===== src/inc/kwdt_pkg.sv =====
// Shared constants of the keyed watchdog timer.
package kwdt_pkg;
    // Register byte offsets on the bus.
    localparam logic [3:0] KWDT_OFS_MODE = 4'h0;
    localparam logic [3:0] KWDT_OFS_CLOCK = 4'h4;
    localparam logic [3:0] KWDT_OFS_RESTART = 4'h8;
    localparam logic [3:0] KWDT_OFS_STATUS = 4'hC;
    localparam logic [3:0] KWDT_OFS_IRQ_STATUS = 4'h0;
    localparam logic [7:0] KWDT_OFS_IRQ_STAT_FULL = 8'h10;
    localparam logic [7:0] KWDT_OFS_IRQ_MASK = 8'h14;
    // Mode register field positions.
    localparam int KWDT_MODE_ON_BIT = 0;
    localparam int KWDT_MODE_RST_BIT = 1;
    localparam int KWDT_MODE_IRQ_BIT = 2;
    localparam int KWDT_MODE_PIN_BIT = 3;
    localparam logic [11:0] KWDT_MODE_KEY = 12'h234;
    // Clock register field values.
    localparam logic [8:0] KWDT_CLOCK_KEY = 9'h06E;
    // Restart key.
    localparam logic [15:0] KWDT_RESTART_KEY = 16'hC071;
    // Low part of the preload value.
    localparam logic [11:0] KWDT_PRELOAD_LOW = 12'hFFF;
    // Reset values of the mode and clock fields.
    localparam logic [3:0] KWDT_MODE_RESET = 4'h0;
    localparam logic [5:0] KWDT_CLOCK_RESET = 6'h00;
    // Prescaler taps for each clock select code.
    localparam int KWDT_DIV8_BIT = 2;
    localparam int KWDT_DIV32_BIT = 4;
    localparam int KWDT_DIV128_BIT = 6;
    localparam int KWDT_DIV1024_BIT = 9;
    // Overflow pin low time in master clock cycles.
    localparam logic [3:0] KWDT_PIN_CYCLES = 4'h8;
    // Sticky interrupt status layout: bit 0 overflow.
    localparam int KWDT_IRQ_BITS = 1;
endpackage


===== src/verilog/kwdt_prescaler.sv =====
`timescale 1ns/1ps
`default_nettype none
// Free running divider of the master clock with one tick per selected period.
module kwdt_prescaler
    import kwdt_pkg::*;
(
    input wire logic clk_i,
    input wire logic rst_i,
    input wire logic ce_i,
    input wire logic clear_i,
    input wire logic [1:0] select_i,
    output logic tick_o
);
    // Divider count; a tap of it wraps at each division period.
    logic [9:0] div_q;
    // Selected tap is all ones just before wrap.
    logic [9:0] mask;

    // Pick how many low bits must be all ones for the tick.
    always_comb begin
        case (select_i)
            2'h0: mask = 10'h007;
            2'h1: mask = 10'h01F;
            2'h2: mask = 10'h07F;
            default: mask = 10'h3FF;
        endcase
    end

    // Count master clocks; a restart realigns the divider.
    always_ff @(posedge clk_i) begin
        if (rst_i || (ce_i && clear_i)) begin
            div_q <= 10'h000;
        end else if (ce_i) begin
            div_q <= div_q + 10'h001;
        end
    end

    // The tick is high one cycle in every selected period.
    assign tick_o = ce_i && ((div_q & mask) == mask);
endmodule
`default_nettype wire


===== src/verilog/kwdt_pulse.sv =====
`timescale 1ns/1ps
`default_nettype none
// Holds an active-low output for a fixed number of cycles after a start.
module kwdt_pulse
    import kwdt_pkg::*;
(
    input wire logic clk_i,
    input wire logic rst_i,
    input wire logic ce_i,
    input wire logic start_i,
    output logic pin_n_o
);
    // Cycles left with the pin low.
    logic [3:0] left_q;

    // Load on start, then count down to zero.
    always_ff @(posedge clk_i) begin
        if (rst_i) begin
            left_q <= 4'h0;
            pin_n_o <= 1'b1;
        end else if (ce_i) begin
            if (start_i) begin
                left_q <= KWDT_PIN_CYCLES - 4'h1;
                pin_n_o <= 1'b0;
            end else if (left_q != 4'h0) begin
                left_q <= left_q - 4'h1;
            end else begin
                pin_n_o <= 1'b1;
            end
        end
    end

    // The pin stays low exactly eight cycles after the start.
    pin_len_a: assert property (@(posedge clk_i) disable iff (rst_i)
        $fell(pin_n_o) && ce_i |-> !pin_n_o [*8] ##1 (pin_n_o || !ce_i || $past(start_i)))
        else $error("overflow pin low time wrong");
endmodule
`default_nettype wire


===== src/verilog/kwdt_top.sv =====
// How it works
// - Enabled overflow raises internal system reset.
// - Enabled overflow sends one interrupt pulse.
// - Enabled overflow drives pin low eight cycles.
// - Sixteen-bit down counter; passing zero overflows.
// - Restart loads FFF plus high preload bits.
// - Clock select picks divide 8/32/128/1024.
// - Mode writes need key in same access.
// - Mode key 0x234; key reads zero.
// - Clock key 0x06E; key reads zero.
// - Disabled watchdog produces no overflow outputs.
// - Reset leaves watchdog off, registers zero.
// - Restart key 0xC071 restarts; others ignored.
// - Status flag set on overflow, cleared restart.
//
// The Wishbone slave port was chosen for this implementation.
`timescale 1ns/1ps
`default_nettype none
module kwdt_top
    import kwdt_pkg::*;
(
    input wire logic clk_i,
    input wire logic rst_i,
    input wire logic ce_i,
    input wire logic wb_cyc_i,
    input wire logic wb_stb_i,
    input wire logic wb_we_i,
    input wire logic [7:0] wb_adr_i,
    input wire logic [3:0] wb_sel_i,
    input wire logic [31:0] wb_dat_i,
    output logic [31:0] wb_dat_o,
    output logic wb_ack_o,
    output logic watchdog_irq_pulse_o,
    output logic system_reset_o,
    output logic overflow_pin_n_o,
    output logic irq_o
);
    import kwdt_pkg::*;

    // Mode fields: enable, reset enable, interrupt enable, pin enable.
    logic watchdog_on_q;
    logic overflow_reset_on_q;
    logic overflow_irq_on_q;
    logic overflow_pin_on_q;
    // Clock fields.
    logic [1:0] count_clock_select_q;
    logic [3:0] high_preload_value_q;
    // Watchdog counter and its overflow flag.
    logic [15:0] count_q;
    logic overflow_flag_q;
    // Sticky interrupt status and its mask.
    logic irq_stat_q;
    logic irq_mask_q;
    // Bus decode.
    logic bus_req;
    logic wr_go;
    logic rd_go;
    logic word_wr;
    logic mode_wr;
    logic clock_wr;
    logic restart;
    logic tick;
    logic overflow;
    logic [31:0] rd_d;

    // A request is answered once; ack drops the cycle after it is given.
    // Masking with ack keeps a strobe that is still held from being taken a second time.
    assign bus_req = wb_cyc_i && wb_stb_i && !wb_ack_o;
    assign wr_go = bus_req && wb_we_i && ce_i;
    assign rd_go = bus_req && !wb_we_i && ce_i;
    // The mode and clock registers accept only full-word writes so key and fields come together.
    // A partial write could otherwise pair a stale key byte with fresh field bits.
    assign word_wr = wr_go && (wb_sel_i == 4'hF);
    // Mode write needs its key in the same access.
    assign mode_wr = word_wr && (wb_adr_i == {4'h0, KWDT_OFS_MODE}) && (wb_dat_i[15:4] == KWDT_MODE_KEY);
    // Clock write needs its key in the same access.
    assign clock_wr = word_wr && (wb_adr_i == {4'h0, KWDT_OFS_CLOCK}) && (wb_dat_i[15:7] == KWDT_CLOCK_KEY);
    // Only the restart key in the low half word restarts; upper bits are ignored.
    // A runaway store of random data is unlikely to hit the full sixteen-bit key.
    assign restart = wr_go && (wb_adr_i == {4'h0, KWDT_OFS_RESTART}) && wb_sel_i[1:0] == 2'h3
        && (wb_dat_i[15:0] == KWDT_RESTART_KEY);

    // Divided master clock drives the counter decrement.
    // A restart clears it, so the first tick after a reload is a full period away.
    kwdt_prescaler u_prescaler (
        .clk_i(clk_i),
        .rst_i(rst_i),
        .ce_i(ce_i),
        .clear_i(restart),
        .select_i(count_clock_select_q),
        .tick_o(tick)
    );

    // Counter passes zero on a tick while enabled.
    // A restart in the same cycle wins, so a late but valid restart still saves the system.
    // The count only moves while enabled, so a disabled block never reaches this.
    assign overflow = watchdog_on_q && tick && (count_q == 16'h0000) && !restart;

    // Mode register.
    // Without the key the write is dropped whole; no field can change on its own.
    always_ff @(posedge clk_i) begin
        if (rst_i) begin
            {overflow_pin_on_q, overflow_irq_on_q, overflow_reset_on_q, watchdog_on_q} <= KWDT_MODE_RESET;
        end else if (mode_wr) begin
            watchdog_on_q <= wb_dat_i[KWDT_MODE_ON_BIT];
            overflow_reset_on_q <= wb_dat_i[KWDT_MODE_RST_BIT];
            overflow_irq_on_q <= wb_dat_i[KWDT_MODE_IRQ_BIT];
            overflow_pin_on_q <= wb_dat_i[KWDT_MODE_PIN_BIT];
        end
    end

    // Clock register.
    // Select and preload share one key, so both change in the same write.
    always_ff @(posedge clk_i) begin
        if (rst_i) begin
            {high_preload_value_q, count_clock_select_q} <= KWDT_CLOCK_RESET;
        end else if (clock_wr) begin
            count_clock_select_q <= wb_dat_i[1:0];
            high_preload_value_q <= wb_dat_i[5:2];
        end
    end

    // Down counter: restart loads preload, each tick while enabled decrements, wraps past zero.
    // Reset loads the low preload, so an enable without a restart still has a full low part.
    // After an overflow the count wraps to all ones and keeps going until restarted.
    always_ff @(posedge clk_i) begin
        if (rst_i) begin
            count_q <= {4'h0, KWDT_PRELOAD_LOW};
        end else if (restart) begin
            count_q <= {high_preload_value_q, KWDT_PRELOAD_LOW};
        end else if (tick && watchdog_on_q) begin
            count_q <= count_q - 16'h0001;
        end
    end

    // Overflow flag: set wins over a restart in the same cycle.
    // The overflow term already excludes a restart, so the two never meet here.
    always_ff @(posedge clk_i) begin
        if (rst_i) begin
            overflow_flag_q <= 1'b0;
        end else if (overflow) begin
            overflow_flag_q <= 1'b1;
        end else if (restart) begin
            overflow_flag_q <= 1'b0;
        end
    end

    // Interrupt pulse and internal reset request, one cycle each.
    // Both come from flip-flops one cycle after the overflow cycle.
    // A low clock enable stretches them along with the rest of the block.
    always_ff @(posedge clk_i) begin
        if (rst_i) begin
            watchdog_irq_pulse_o <= 1'b0;
            system_reset_o <= 1'b0;
        end else if (ce_i) begin
            watchdog_irq_pulse_o <= overflow && overflow_irq_on_q;
            system_reset_o <= overflow && overflow_reset_on_q;
        end
    end

    // External pin pulse generator.
    // A second overflow while the pin is low starts the eight cycles again.
    kwdt_pulse u_pulse (
        .clk_i(clk_i),
        .rst_i(rst_i),
        .ce_i(ce_i),
        .start_i(overflow && overflow_pin_on_q),
        .pin_n_o(overflow_pin_n_o)
    );

    // Sticky status: an overflow beats the clear-on-read of the same cycle.
    // Losing an overflow to a racing read would hide the event from software.
    always_ff @(posedge clk_i) begin
        if (rst_i) begin
            irq_stat_q <= 1'b0;
        end else if (overflow) begin
            irq_stat_q <= 1'b1;
        end else if (rd_go && wb_adr_i == KWDT_OFS_IRQ_STAT_FULL) begin
            irq_stat_q <= 1'b0;
        end
    end

    // Interrupt mask register.
    // Only byte lane zero carries the single mask bit.
    always_ff @(posedge clk_i) begin
        if (rst_i) begin
            irq_mask_q <= 1'b0;
        end else if (wr_go && wb_adr_i == KWDT_OFS_IRQ_MASK && wb_sel_i[0]) begin
            irq_mask_q <= wb_dat_i[0];
        end
    end

    // Level interrupt from a flip-flop.
    // Registering the level costs one cycle but keeps the output free of glitches.
    always_ff @(posedge clk_i) begin
        if (rst_i) begin
            irq_o <= 1'b0;
        end else if (ce_i) begin
            irq_o <= irq_stat_q && irq_mask_q;
        end
    end

    // Read mux; keys read as zero and unmapped addresses read zero.
    // Every register uses only its low bits, so the upper bits are constant zero.
    always_comb begin
        rd_d = 32'h0000_0000;
        case (wb_adr_i)
            {4'h0, KWDT_OFS_MODE}: rd_d[3:0] = {overflow_pin_on_q, overflow_irq_on_q,
                overflow_reset_on_q, watchdog_on_q};
            {4'h0, KWDT_OFS_CLOCK}: rd_d[5:0] = {high_preload_value_q, count_clock_select_q};
            {4'h0, KWDT_OFS_STATUS}: rd_d[0] = overflow_flag_q;
            KWDT_OFS_IRQ_STAT_FULL: rd_d[0] = irq_stat_q;
            KWDT_OFS_IRQ_MASK: rd_d[0] = irq_mask_q;
            default: rd_d = 32'h0000_0000;
        endcase
    end

    // Ack one cycle after the request; every address is answered.
    // Read data is zero outside ack, so slave outputs can be ORed without gating.
    // A low clock enable holds ack, so a frozen block simply stretches the cycle.
    always_ff @(posedge clk_i) begin
        if (rst_i) begin
            wb_ack_o <= 1'b0;
            wb_dat_o <= 32'h0000_0000;
        end else if (ce_i) begin
            wb_ack_o <= bus_req;
            wb_dat_o <= rd_go ? rd_d : 32'h0000_0000;
        end
    end

    // A wrong mode key leaves the enable field unchanged.
    mode_key_a: assert property (@(posedge clk_i) disable iff (rst_i)
        word_wr && wb_adr_i == {4'h0, KWDT_OFS_MODE} && wb_dat_i[15:4] != KWDT_MODE_KEY |=> $stable(watchdog_on_q))
        else $error("mode changed without key");
    // A wrong clock key leaves the high preload field unchanged.
    clock_key_a: assert property (@(posedge clk_i) disable iff (rst_i)
        word_wr && wb_adr_i == {4'h0, KWDT_OFS_CLOCK} && wb_dat_i[15:7] != KWDT_CLOCK_KEY
        |=> $stable(high_preload_value_q))
        else $error("clock changed without key");
    // Restart loads FFF and the preload bits.
    restart_load_a: assert property (@(posedge clk_i) disable iff (rst_i)
        restart |=> count_q == {$past(high_preload_value_q), KWDT_PRELOAD_LOW})
        else $error("restart load wrong");
    // Interrupt pulse lasts a single cycle.
    irq_single_a: assert property (@(posedge clk_i) disable iff (rst_i)
        watchdog_irq_pulse_o && ce_i |=> !watchdog_irq_pulse_o)
        else $error("interrupt pulse too long");
    // Interrupt follows overflow only when enabled.
    irq_cause_a: assert property (@(posedge clk_i) disable iff (rst_i)
        $rose(watchdog_irq_pulse_o) |-> $past(overflow && overflow_irq_on_q))
        else $error("interrupt without cause");
    // Internal reset follows an enabled overflow.
    reset_cause_a: assert property (@(posedge clk_i) disable iff (rst_i)
        ce_i && overflow && overflow_reset_on_q |=> system_reset_o)
        else $error("missing internal reset");
    // Disabled watchdog raises no interrupt pulse and no internal reset.
    disabled_quiet_a: assert property (@(posedge clk_i) disable iff (rst_i)
        !watchdog_on_q |=> !watchdog_irq_pulse_o && !system_reset_o)
        else $error("output while disabled");
    // Overflow sets the status flag.
    flag_set_a: assert property (@(posedge clk_i) disable iff (rst_i)
        overflow |=> overflow_flag_q)
        else $error("overflow flag not set");
    // Counter moves down by one per tick when enabled.
    count_down_a: assert property (@(posedge clk_i) disable iff (rst_i)
        tick && watchdog_on_q && !restart |=> count_q == $past(count_q) - 16'h0001)
        else $error("counter step wrong");

    // Bus, register and output checks.
    // The bus answers every taken request in the next cycle.
    ack_answer_a: assert property (@(posedge clk_i) disable iff (rst_i)
        bus_req && ce_i |=> wb_ack_o)
        else $error("request not acknowledged");
    // Acknowledge is a single-cycle pulse.
    ack_once_a: assert property (@(posedge clk_i) disable iff (rst_i)
        wb_ack_o && ce_i |=> !wb_ack_o)
        else $error("acknowledge held too long");
    // Read data stays zero outside an acknowledge.
    read_zero_a: assert property (@(posedge clk_i) disable iff (rst_i)
        !wb_ack_o |-> wb_dat_o == 32'h0000_0000)
        else $error("read data outside acknowledge");
    // Bits 31 to 6, unused or key bits in every register, always read as zero.
    key_reads_zero_a: assert property (@(posedge clk_i) disable iff (rst_i)
        wb_dat_o[31:6] == 26'h0)
        else $error("key bits read back");
    // A keyed mode write lands in the four mode fields.
    mode_write_a: assert property (@(posedge clk_i) disable iff (rst_i)
        mode_wr |=> {overflow_pin_on_q, overflow_irq_on_q, overflow_reset_on_q, watchdog_on_q}
        == $past(wb_dat_i[3:0]))
        else $error("mode fields not written");
    // A keyed clock write lands in select and preload.
    clock_write_a: assert property (@(posedge clk_i) disable iff (rst_i)
        clock_wr |=> {high_preload_value_q, count_clock_select_q} == $past(wb_dat_i[5:0]))
        else $error("clock fields not written");
    // Leaving reset finds the watchdog off and both registers cleared.
    reset_state_a: assert property (@(posedge clk_i)
        $fell(rst_i) |-> {overflow_pin_on_q, overflow_irq_on_q, overflow_reset_on_q, watchdog_on_q} == KWDT_MODE_RESET
        && {high_preload_value_q, count_clock_select_q} == KWDT_CLOCK_RESET)
        else $error("reset state wrong");
    // An armed overflow pulls the pin low in the next cycle.
    pin_start_a: assert property (@(posedge clk_i) disable iff (rst_i)
        ce_i && overflow && overflow_pin_on_q |=> !overflow_pin_n_o)
        else $error("overflow pin not driven");
    // A disabled watchdog never starts a pin pulse.
    pin_quiet_a: assert property (@(posedge clk_i) disable iff (rst_i)
        !watchdog_on_q && overflow_pin_n_o |=> overflow_pin_n_o)
        else $error("pin pulse while disabled");
    // A restart clears the overflow flag.
    flag_clear_a: assert property (@(posedge clk_i) disable iff (rst_i)
        restart |=> !overflow_flag_q)
        else $error("overflow flag kept after restart");
    // A write with a wrong restart key does not reload the counter.
    restart_key_a: assert property (@(posedge clk_i) disable iff (rst_i)
        wr_go && wb_adr_i == {4'h0, KWDT_OFS_RESTART} && wb_dat_i[15:0] != KWDT_RESTART_KEY
        && !(tick && watchdog_on_q) |=> $stable(count_q))
        else $error("counter reloaded without key");
    // The count holds while the watchdog is off.
    count_hold_a: assert property (@(posedge clk_i) disable iff (rst_i)
        !watchdog_on_q && !restart |=> $stable(count_q))
        else $error("counter moved while disabled");
    // An overflow sets the sticky interrupt status.
    sticky_set_a: assert property (@(posedge clk_i) disable iff (rst_i)
        overflow |=> irq_stat_q)
        else $error("sticky status not set");
    // The level interrupt follows status and mask one cycle later.
    irq_level_a: assert property (@(posedge clk_i) disable iff (rst_i)
        ce_i |=> irq_o == $past(irq_stat_q && irq_mask_q))
        else $error("interrupt level wrong");
    // At the fastest rate two ticks lie eight cycles apart at least.
    prescale_rate_a: assert property (@(posedge clk_i) disable iff (rst_i)
        tick && count_clock_select_q == 2'h0 |=> !tick [*7])
        else $error("divide by eight too fast");
    // A restart realigns the divider, so no tick follows at once.
    restart_align_a: assert property (@(posedge clk_i) disable iff (rst_i)
        restart |=> !tick)
        else $error("tick right after restart");
    // The internal reset is a single-cycle pulse.
    reset_once_a: assert property (@(posedge clk_i) disable iff (rst_i)
        system_reset_o && ce_i |=> !system_reset_o)
        else $error("internal reset held too long");
    // An internal reset marks a count that went past zero.
    reset_wrap_a: assert property (@(posedge clk_i) disable iff (rst_i)
        $rose(system_reset_o) |-> $past(count_q) == 16'h0000 && count_q == 16'hFFFF)
        else $error("internal reset without expiry");
    // A mask write with lane zero takes bit zero.
    mask_write_a: assert property (@(posedge clk_i) disable iff (rst_i)
        wr_go && wb_adr_i == KWDT_OFS_IRQ_MASK && wb_sel_i[0] |=> irq_mask_q == $past(wb_dat_i[0]))
        else $error("mask not written");
endmodule
`default_nettype wire


===== config.mk =====
export PLATFORM = sky130hd
export DESIGN_NAME = kwdt_top
export DESIGN_NICKNAME = d
export VERILOG_FILES = /design/src/inc/kwdt_pkg.sv /design/src/verilog/kwdt_prescaler.sv /design/src/verilog/kwdt_pulse.sv /design/src/verilog/kwdt_top.sv
export SDC_FILE = /design/constraint.sdc
export NUM_CORES = 1
export LEC_CHECK = 0
export BUFFER_PORTS_ARGS = -buffer_cell sky130_fd_sc_hd__buf_4
export CAP_MARGIN = 30
export CORE_UTILIZATION = 25
export DETAILED_ROUTE_END_ITERATION = 8
export GPL_ROUTABILITY_DRIVEN = 0
export GPL_TIMING_DRIVEN = 0
export SLEW_MARGIN = 5
export SYNTH_ARGS = -nofsm -noshare
export SYNTH_HDL_FRONTEND = slang
export SYNTH_SLANG_ARGS = --single-unit

===== constraint.sdc =====
create_clock -name clk_i -period 3.45 [get_ports clk_i]
set_input_delay 0.69 -clock clk_i [delete_from_list [all_inputs] [get_ports clk_i]]
set_output_delay 0.69 -clock clk_i [all_outputs]
set_load 0.05 [all_outputs]

# Word-level counts from Yosys, hierarchy flattened
# Index checks and enable logic that the tools add are counted.
word_totals:
  register_bits: 80
  in_bits: 50
  out_inout_bits: 37
op_classes:
  add_sub_neg: 3
  n_eq_ne: 14
  n_mux: 15
  bitwise_logic: 1
  reduce_logical: 41
op_table:
  columns: ["operator", "count"]
  rows:
  - ["16-bit 2-to-1 mux", 2]
  - ["10-bit one-hot mux with 3 select lines", 1]
  - ["1-bit logical AND", 26]
  - ["16-bit equality test, second input constant", 1]
  - ["8-bit by 4-bit equality test with 1-bit output, second input constant", 2]
  - ["8-bit by 5-bit equality test with 1-bit output, second input constant", 2]
  - ["16-bit zero test", 1]
  - ["16-bit by 1-bit subtractor with 16-bit output, second input constant", 1]
  - ["12-bit by 10-bit equality test with 1-bit output, second input constant", 1]
  - ["10-bit by 1-bit adder with 10-bit output, second input constant", 1]
  - ["10-bit AND", 1]
  - ["10-bit equality test", 1]
  - ["9-bit by 7-bit equality test with 1-bit output, second input constant", 1]
  - ["8-bit by 3-bit equality test with 1-bit output, second input constant", 1]
  - ["8-bit zero test", 1]
  - ["4-bit 2-to-1 mux", 2]
  - ["2-bit nonzero test", 4]
  - ["1-bit 2-to-1 mux", 6]
  - ["6-bit 2-to-1 mux", 1]
  - ["3-bit one-hot mux with 2 select lines", 1]
  - ["1-bit one-hot mux with 5 select lines", 1]
  - ["2-bit equality test, second input constant", 2]
  - ["4-bit equality test, second input constant", 1]
  - ["2-bit AND reduction", 2]
  - ["other kinds (9)", 11]

# Depth between registers and ports, before layout
# Gate-level depths: netlist of run 1.
depth:
  word_depth: 12
  ltp_mapped: 7
  mapped_depth_nobuf: 7

# By module
# A second synthesis of run 1 with hierarchy kept.
unflattened:
  hier_cells: 320
  hier_area_um2: 2826.5
by_module_without_submodules:
  columns: ["mod", "instances", "cells_per_inst", "area_each_um2", "seq_area_each_um2"]
  rows:
  - ["kwdt_top", 1, 238, 2100.8, 780.7]
  - ["kwdt_prescaler", 1, 52, 471.7, 200.2]
  - ["kwdt_pulse", 1, 30, 254.0, 100.1]

# Worst setup path after synthesis of run 1
# No wires, ideal clock.
synth_timing:
  path_kind: "input -> register"
  start: "input wb_adr_i[0]"
  end: "register overflow_flag_q"
  setup_time_ns: 0.128
  arrival_time_ns: 2.245
  required_time_ns: 3.322
  path_slack_ns: 1.077
  path_stages: 6
  n_path_buf: 1
  path_cell_list: "or4_1 -> nor4_1 -> nand4_1 -> nand2b_1 -> clkbuf_1 -> nor2_1"
synth_between:
  elab_chain_cells: 7
  word_cells_on_any_way: 8
  cone_classes: "1 x eq/ne; 1 x mux; 6 x reduce/logical"
synth_rtl:
  columns: ["item", "line", "text"]
  rows:
  - ["start: declaration", "kwdt_top.sv:28", "input wire logic [7:0] wb_adr_i,"]
  - ["8-bit by 4-bit equality test with 1-bit output (*)", "kwdt_top.sv:80", "assign restart = wr_go && (wb_adr_i == {4'h0, KWDT_OFS_RESTART}) && wb_sel_i[1:0] == 2'h3"]
  - ["1-bit logical AND (*) (2 in a row)", "kwdt_top.sv:80", null]
  - ["1-bit logical AND (*)", "kwdt_top.sv:81", "&& (wb_dat_i[15:0] == KWDT_RESTART_KEY);"]
  - ["1-bit zero test", "kwdt_top.sv:97", "assign overflow = watchdog_on_q && tick && (count_q == 16'h0000) && !restart;"]
  - ["1-bit logical AND", "kwdt_top.sv:97", null]
  - ["1-bit 2-to-1 mux or 2-bit nonzero test (tied branches)", null, null]
  - ["end signal: assignment", "kwdt_top.sv:140", "overflow_flag_q <= 1'b0;"]
  - ["end signal: assignment", "kwdt_top.sv:142", "overflow_flag_q <= 1'b1;"]
  - ["end signal: assignment", "kwdt_top.sv:144", "overflow_flag_q <= 1'b0;"]
  - ["end: declaration", "kwdt_top.sv:50", "logic overflow_flag_q;"]
# Mark *: on every way between the ends. The rest lies on a longest branch, timed or not.
# A chain may end at the register's enable or synchronous reset.

# Worst setup path after layout of run 1
layout_timing:
  start: "input wb_adr_i[0]"
  end: "register u_prescaler.div_q[4]"
layout_between:
  elab_chain_cells: 6
layout_rtl:
  columns: ["item", "line", "text"]
  rows:
  - ["8-bit by 4-bit equality test with 1-bit output", "kwdt_top.sv:80", null]
  - ["1-bit logical AND (2 in a row)", "kwdt_top.sv:80", null]
  - ["1-bit logical AND", "kwdt_top.sv:81", null]
  - ["1-bit logical AND", "kwdt_prescaler.sv:31", "if (rst_i || (ce_i && clear_i)) begin"]
  - ["1-bit logical OR", "kwdt_prescaler.sv:31", null]
  - ["end signal: assignment", "kwdt_prescaler.sv:34", "div_q <= div_q + 10'h001;"]
  - ["end: declaration", "kwdt_prescaler.sv:15", "logic [9:0] div_q;"]
# Every way passes these cells.

==> results of run 1 <==
==> layout make-up <==
| type | instances | share of cell area, % |
|---|---|---|
| Multi-Input combinational cell | 244 | 43.71 |
| Sequential cell | 54 | 31.03 |
| Timing Repair Buffer | 44 | 9.483 |
| Buffer | 35 | 6.609 |
| Tap cell | 140 | 5.029 |
| Clock buffer | 7 | 2.191 |
| Inverter | 10 | 1.078 |
| Clock inverter | 1 | 0.8621 |
==> metal layers <==
layer	vias to the layer above	global-route usage, %
met2	66	20.88
met5	-	0
met4	0	3.033
met3	6	2.663
li1	1237	-
met1	1097	14.35
==> per-stage QoR <==
stage	setup slack [ns]	power, mW
5_1_grt	0.5613	1.420
4_1_cts	0.7805	1.357
3_5_place_dp	0.4585	0.9444
6_report	0.7949	1.351
3_3_place_gp	0.5266	0.9376
2_1_floorplan	1.077	0.8833
==> power by group through the flow <==
stage | Combinational [mW] | Sequential, mW | Clock, mW
after floorplan | 0.208 | 0.675 | 0
after global placement | 0.261 | 0.676 | 0
after detailed placement | 0.268 | 0.676 | 0
after CTS | 0.269 | 0.662 | 0.426
after global routing | 0.294 | 0.667 | 0.459
final | 0.269 | 0.662 | 0.419
==> worst max-delay path: cells and delay by family <==
| kind | cells | cell delay [ns] |
|---|---|---|
| AND/OR/NAND/NOR | 5 | 1.69 |
| buffers and inverters | 2 | 0.46 |
==> cell usage after synthesis, drive strengths merged, types with 2 or more instances <==
library cell | n | area share [%]
a2111oi | 3 | 1.6
a211o | 2 | 0.63
a211oi | 7 | 2.1
a21oi | 12 | 2.2
a221o | 3 | 1.1
a22oi | 2 | 0.54
and2 | 4 | 0.90
and3 | 3 | 0.68
buf | 28 | 7.3
clkbuf | 7 | 0.95
dfxtp | 54 | 39
ha | 3 | 1.4
inv | 10 | 1.4
mux2i | 12 | 4.3
nand2 | 25 | 3.4
nand2b | 4 | 0.90
nand3 | 6 | 1.1
nand4 | 10 | 2.3
nand4b | 3 | 0.95
nor2 | 41 | 5.5
nor3 | 11 | 2.2
nor4 | 8 | 1.8
o2111ai | 4 | 1.3
o211ai | 2 | 0.54
o21ai | 5 | 0.90
or3 | 3 | 0.68
or4 | 5 | 1.5
xnor2 | 12 | 3.8
xor2 | 14 | 4.4
==> worst paths after layout <==
| path | startpoint | to | cells after the start |
|---|---|---|---|
| setup reg to reg | count_q[3] | u_pulse.left_q[3] | 6 |
| hold / removal | watchdog_irq_pulse_o | watchdog_irq_pulse_o | 2 |
| setup / recovery | wb_adr_i[0] | u_prescaler.div_q[4] | 7 |
| hold reg to reg | watchdog_irq_pulse_o | watchdog_irq_pulse_o | 2 |
==> state kept, by name, summed over array words and instances (netlist names), 2 cells and up <==
signal,flops
u_pulse.left_q,4
count_clock_select_q,2
wb_dat_o,6
high_preload_value_q,4
count_q,16
u_prescaler.div_q,10
==> logic make-up (layout without fill, tap and decap cells) <==
logic type,count (synthesis),after routing,synth area share [%]
adders and majority gates,3,3,1.351
muxes,13,13,5.135
AOI/OAI and AO/OA,46,46,12.61
other,1,26,0.1350
xor gates and xnor gates,26,26,8.198
and+or+nand+nor,130,130,24.01
DFF,54,54,38.92
buffers and inverters,45,97,9.640
==> qor.yml, run 1 <==
detailed_place_hpwl_mm: 4.948
final_max_slew_viol_count: 0
cap_violations: 0
swShare_pct: 27.60
postCtsSetupBuffers: 0
fin_area_mm2: 0.003483
max_stage_delay_ns: 0.57
drt.antenna.violating_nets: 0
via_per_inst: 4.497
post-route-util_pct: 32.13
start_kind: "primary input"
remaining_drc_errors: 0
synth.cell_area_mm2: 0.002778
status: "completed"
p_comb_share_pct: 19.9
drt-met1-wl_mm: 2.978
start_util_pct: 25.62
ys_seq_area_share_pct: 38.92
die_y_um: 107.4
syn_area_per_cell_um2: 8.735
area.growth.synth_to_final_pct: 25.41
dr.max_layer_used: "met4"
wirelength_mm: 6.362
crit_type: "in2reg"
syn_inst: 318
hold_violations: 0
globalRouteOverflowTotal: 0
crit_chain: "buf_4 > or4_1 > nor4_1 > nand4_1 > nand2b_1 > clkbuf_1 > nor2_1"
n_fill_cell: 1159
r2r_slack_ns: 0.84
p_int_mw: 0.9782
rsz0062_at_grt: "no"
htreeDepth: 2
grt_max_degree: 16
cts_max_path_buffers: 2
holdCritPathClass: "reg2reg"
layout_commonest_cell: "buf_4"
root_buffer: "clkbuf_8"
hold_buffers: 0
slew_headroom_pct: 33.41
wl_met2_mm: 3.029
period_minus_slack_ns: 2.655
async_reset_ff_share_pct: 0
yosysWarnings: 0
drt_iter0_drc: 53
drive_above_1_share_pct: 21.77
ctsResizeCount: 0
cts_tree: "done"
synth_edf_count: 0
portBuffers: 44
firstDrtPassIters: 4
p_clk_share_pct: 31.0
clk-insertion-delay-late_ns: 0.30
vias: 2406
grt_pass1_wl_mm: 10.87
p_leak_nw: 1.417
cts.sinks: 54
fp.dieW_um: 107.4
antenna_cells: 0
seq_area_mm2: 0.001081
numCtsBuffers: 5
finalSetupTns_ns: 0
fmax_ghz: 0.3766
synth-seq-cells: 54
place_area_mm2: 0.003377
p_per_area_mw_per_mm2: 387.9
fin_skew_ns: 0.01039
grt_pass1_vias: 2268
tightest_slew_ns: 0.9928
seqPwrFrac_pct: 49.0
final_cell_mix: "buf_4 (70), dfxtp_1 (54), nor2_1 (41)"
cp_slowest_cell: "or4_1"
critical_path.endpoint_type: "flip-flop"
final_cells: 535
core_mm2: 0.01084
critical_path.max_fanout: 10
clk_pin_slew_worst_paths_ns: 0.10
finalCritPeriodShare_pct: 76.96
wl_met3_um: 292
row_count: 38
multi_input_area_mm2: 0.001523
dp.cells: 527
synth_cell_types: 50
vdd_drop_max_mv: 0.1686
wl_per_cell_um: 11.89
dieArea_mm2: 0.01154
fin_nets: 447
required_ns: 3.63
setup-violations-final: 0
antenna_found_initial: 0
grt_use_total_pct: 11.81
ioPinCount: 87
net-switching-power_mw: 0.3728
timing.hold.ws_ns: 0.4729
arrival_ns: 2.83
synth_ff_type: "dfxtp_1"
Note: power is estimated with default switching activity, not from simulation.
==> run 2, diff against run 1 <==
clock period = 2.2 ns   (was 3.45 ns; I/O delays follow)
==> run 2 against run 1 <==
Sequential power rose by 57%. Register-to-register slack got worse by 0.79 ns. Routed wire length is 1.4% higher. Clock skew increased by 0.0054 ns.
==> qor.yml, run 2 (same netlist as run 1, synthesis figures left out) <==
hold_violations: 0
fin_skew_ns: 0.01576
clk-insertion-delay-late_ns: 0.32
rsz0062_at_grt: "yes"
required_ns: 2.39
cts_max_path_buffers: 2
cap_violations: 0
reg2reg_depth: 6
grt_max_degree: 19
final_cell_mix: "buf_4 (73), dfxtp_1 (51), nor2_1 (41)"
r2r_slack_ns: 0.05
start_util_pct: 25.62
portBuffers: 44
hold_buffers: 0
detailed_place_hpwl_mm: 4.989
root_buffer: "clkbuf_8"
row_count: 38
largest_registers: "count_q x16, u_prescaler.div_q x10, wb_dat_o x6"
ioPinCount: 87
p_per_area_mw_per_mm2: 571.1
status: "completed"
core_mm2: 0.01084
cts_tree: "done"
vdd_drop_max_mv: 0.2483
clk_pin_slew_worst_paths_ns: 0.11
drt_iter0_drc: 63
layout_commonest_cell: "buf_4"
numCtsBuffers: 5
drive_above_1_share_pct: 26.45
wirelength_mm: 6.449
final_max_slew_viol_count: 0
holdCritPathClass: "in2reg"
antenna_cells: 0
grt_pass1_vias: 2371
drt.antenna.violating_nets: 0
regMostFlops: "count_q"
die_y_um: 107.4
htreeDepth: 2
dp_slack_ns: -0.5899
critPathCapture: "u_pulse.left_q[3]"
slew_headroom_pct: 52.53
via_per_inst: 4.581
setup-violations-final: 0
reg2reg_to: "u_pulse.left_q[3]"
finalPower_mw: 2.044
finalCritPeriodShare_pct: 97.77
crit_type: "reg2reg"
wl_per_cell_um: 12.01
critical_path.endpoint_type: "flip-flop"
period_minus_slack_ns: 2.151
globalRouteOverflowTotal: 0
area.growth.synth_to_final_pct: 28.87
grt_pass1_wl_mm: 11.01
grt_use_total_pct: 11.84
fp.dieW_um: 107.4
startpoint: "count_q[6]"
remaining_drc_errors: 0
rr_startpoint: "count_q[6]"
dieArea_mm2: 0.01154
p_leak_nw: 1.429
antenna_found_initial: 0
arrival_ns: 2.34
cts.sinks: 54
firstDrtPassIters: 4
fmax_ghz: 0.4649
critical_path.max_fanout: 5
n_fill_cell: 1155
largest_register_ffs: 16
start_kind: "flip-flop"
tightest_slew_ns: 0.7056
vias: 2460
fin_nets: 449
final.setup.worst_slack_ns: 0.04913
-- run 2: critical path, stage by stage (launching register included) --
cell and delay, ns:
dfxtp_1 0.33, or4_4 0.56, or4_4 0.58, nor3_4 0.16, nand4_1 0.12, buf_6 0.15, nor3b_1 0.12
-- run 2: metal layers --
layer / up-vias / track usage [%] / part of all wire, %
met2: 76 / 20.55 / 47
met3: 16 / 2.240 / 4.8
met4: 0 / 5.186 / 2.8
met5: - / 0 / 0
met1: 1131 / 14.15 / 46
li1: 1237 / - / -
-- run 2: worst min-delay path by stage --
stage	start	end	slack [ns]	depth (start not counted)
floorplan	overflow_flag_q	overflow_flag_q	0.44	2
global placement	overflow_flag_q	overflow_flag_q	0.46	2
detailed placement	overflow_flag_q	overflow_flag_q	0.45	2
CTS	wb_dat_i[4]	high_preload_value_q[2]	0.36	3
global route	wb_dat_i[1]	count_clock_select_q[1]	0.37	3
finish	wb_dat_i[4]	high_preload_value_q[2]	0.36	3
-- run 2: final cells by class --
type                    instances  area (um^2)  share of cell area, %
plain buffers                  33        221.5                  6.187
clock buffers                   5        68.82                  1.922
clock inverters                 3        26.28                 0.7340
inverters                      10        37.54                  1.049
multi-input cells             244         1599                  44.67
flip-flops and latches         54         1087                  30.37
well taps                     140        175.2                  4.893
repair buffers                 48        364.1                  10.17
-- run 2: stage by stage --
| stage | hold WS, ns | cell area, um^2 | std cells | setup TNS, ns | utilization (%) |
|---|---|---|---|---|---|
| 2_1_floorplan | 0.4367 | 2878 | 343 | 0 | - |
| 3_3_place_gp | 0.4613 | 3383 | 527 | -16.31 | 31.21 |
| 3_5_place_dp | 0.4545 | 3383 | 527 | -18.78 | 31.21 |
| 4_1_cts | 0.3575 | 3523 | 536 | -0.09612 | 32.50 |
| 5_1_grt | 0.3716 | 3580 | 537 | -0.1103 | 33.02 |
| 6_report | 0.3577 | 3580 | 537 | 0 | 33.02 |
-- run 2: timing repair --
action | 4_1_cts | 5_1_grt
buffers inserted | 2 | 2
resized for setup | 10 | 12
pin swaps | 4 | 5
setup endpoints to repair | 44 | 34
gates cloned | 0 | 0
-- run 2: power by group --
part	internal, mW	switching [mW]	leakage (nW)
combinational	0.179	0.242	0.946
clock	0.231	0.352	0.0483
sequential	1.01	0.0274	0.435
total	1.42	0.622	1.43
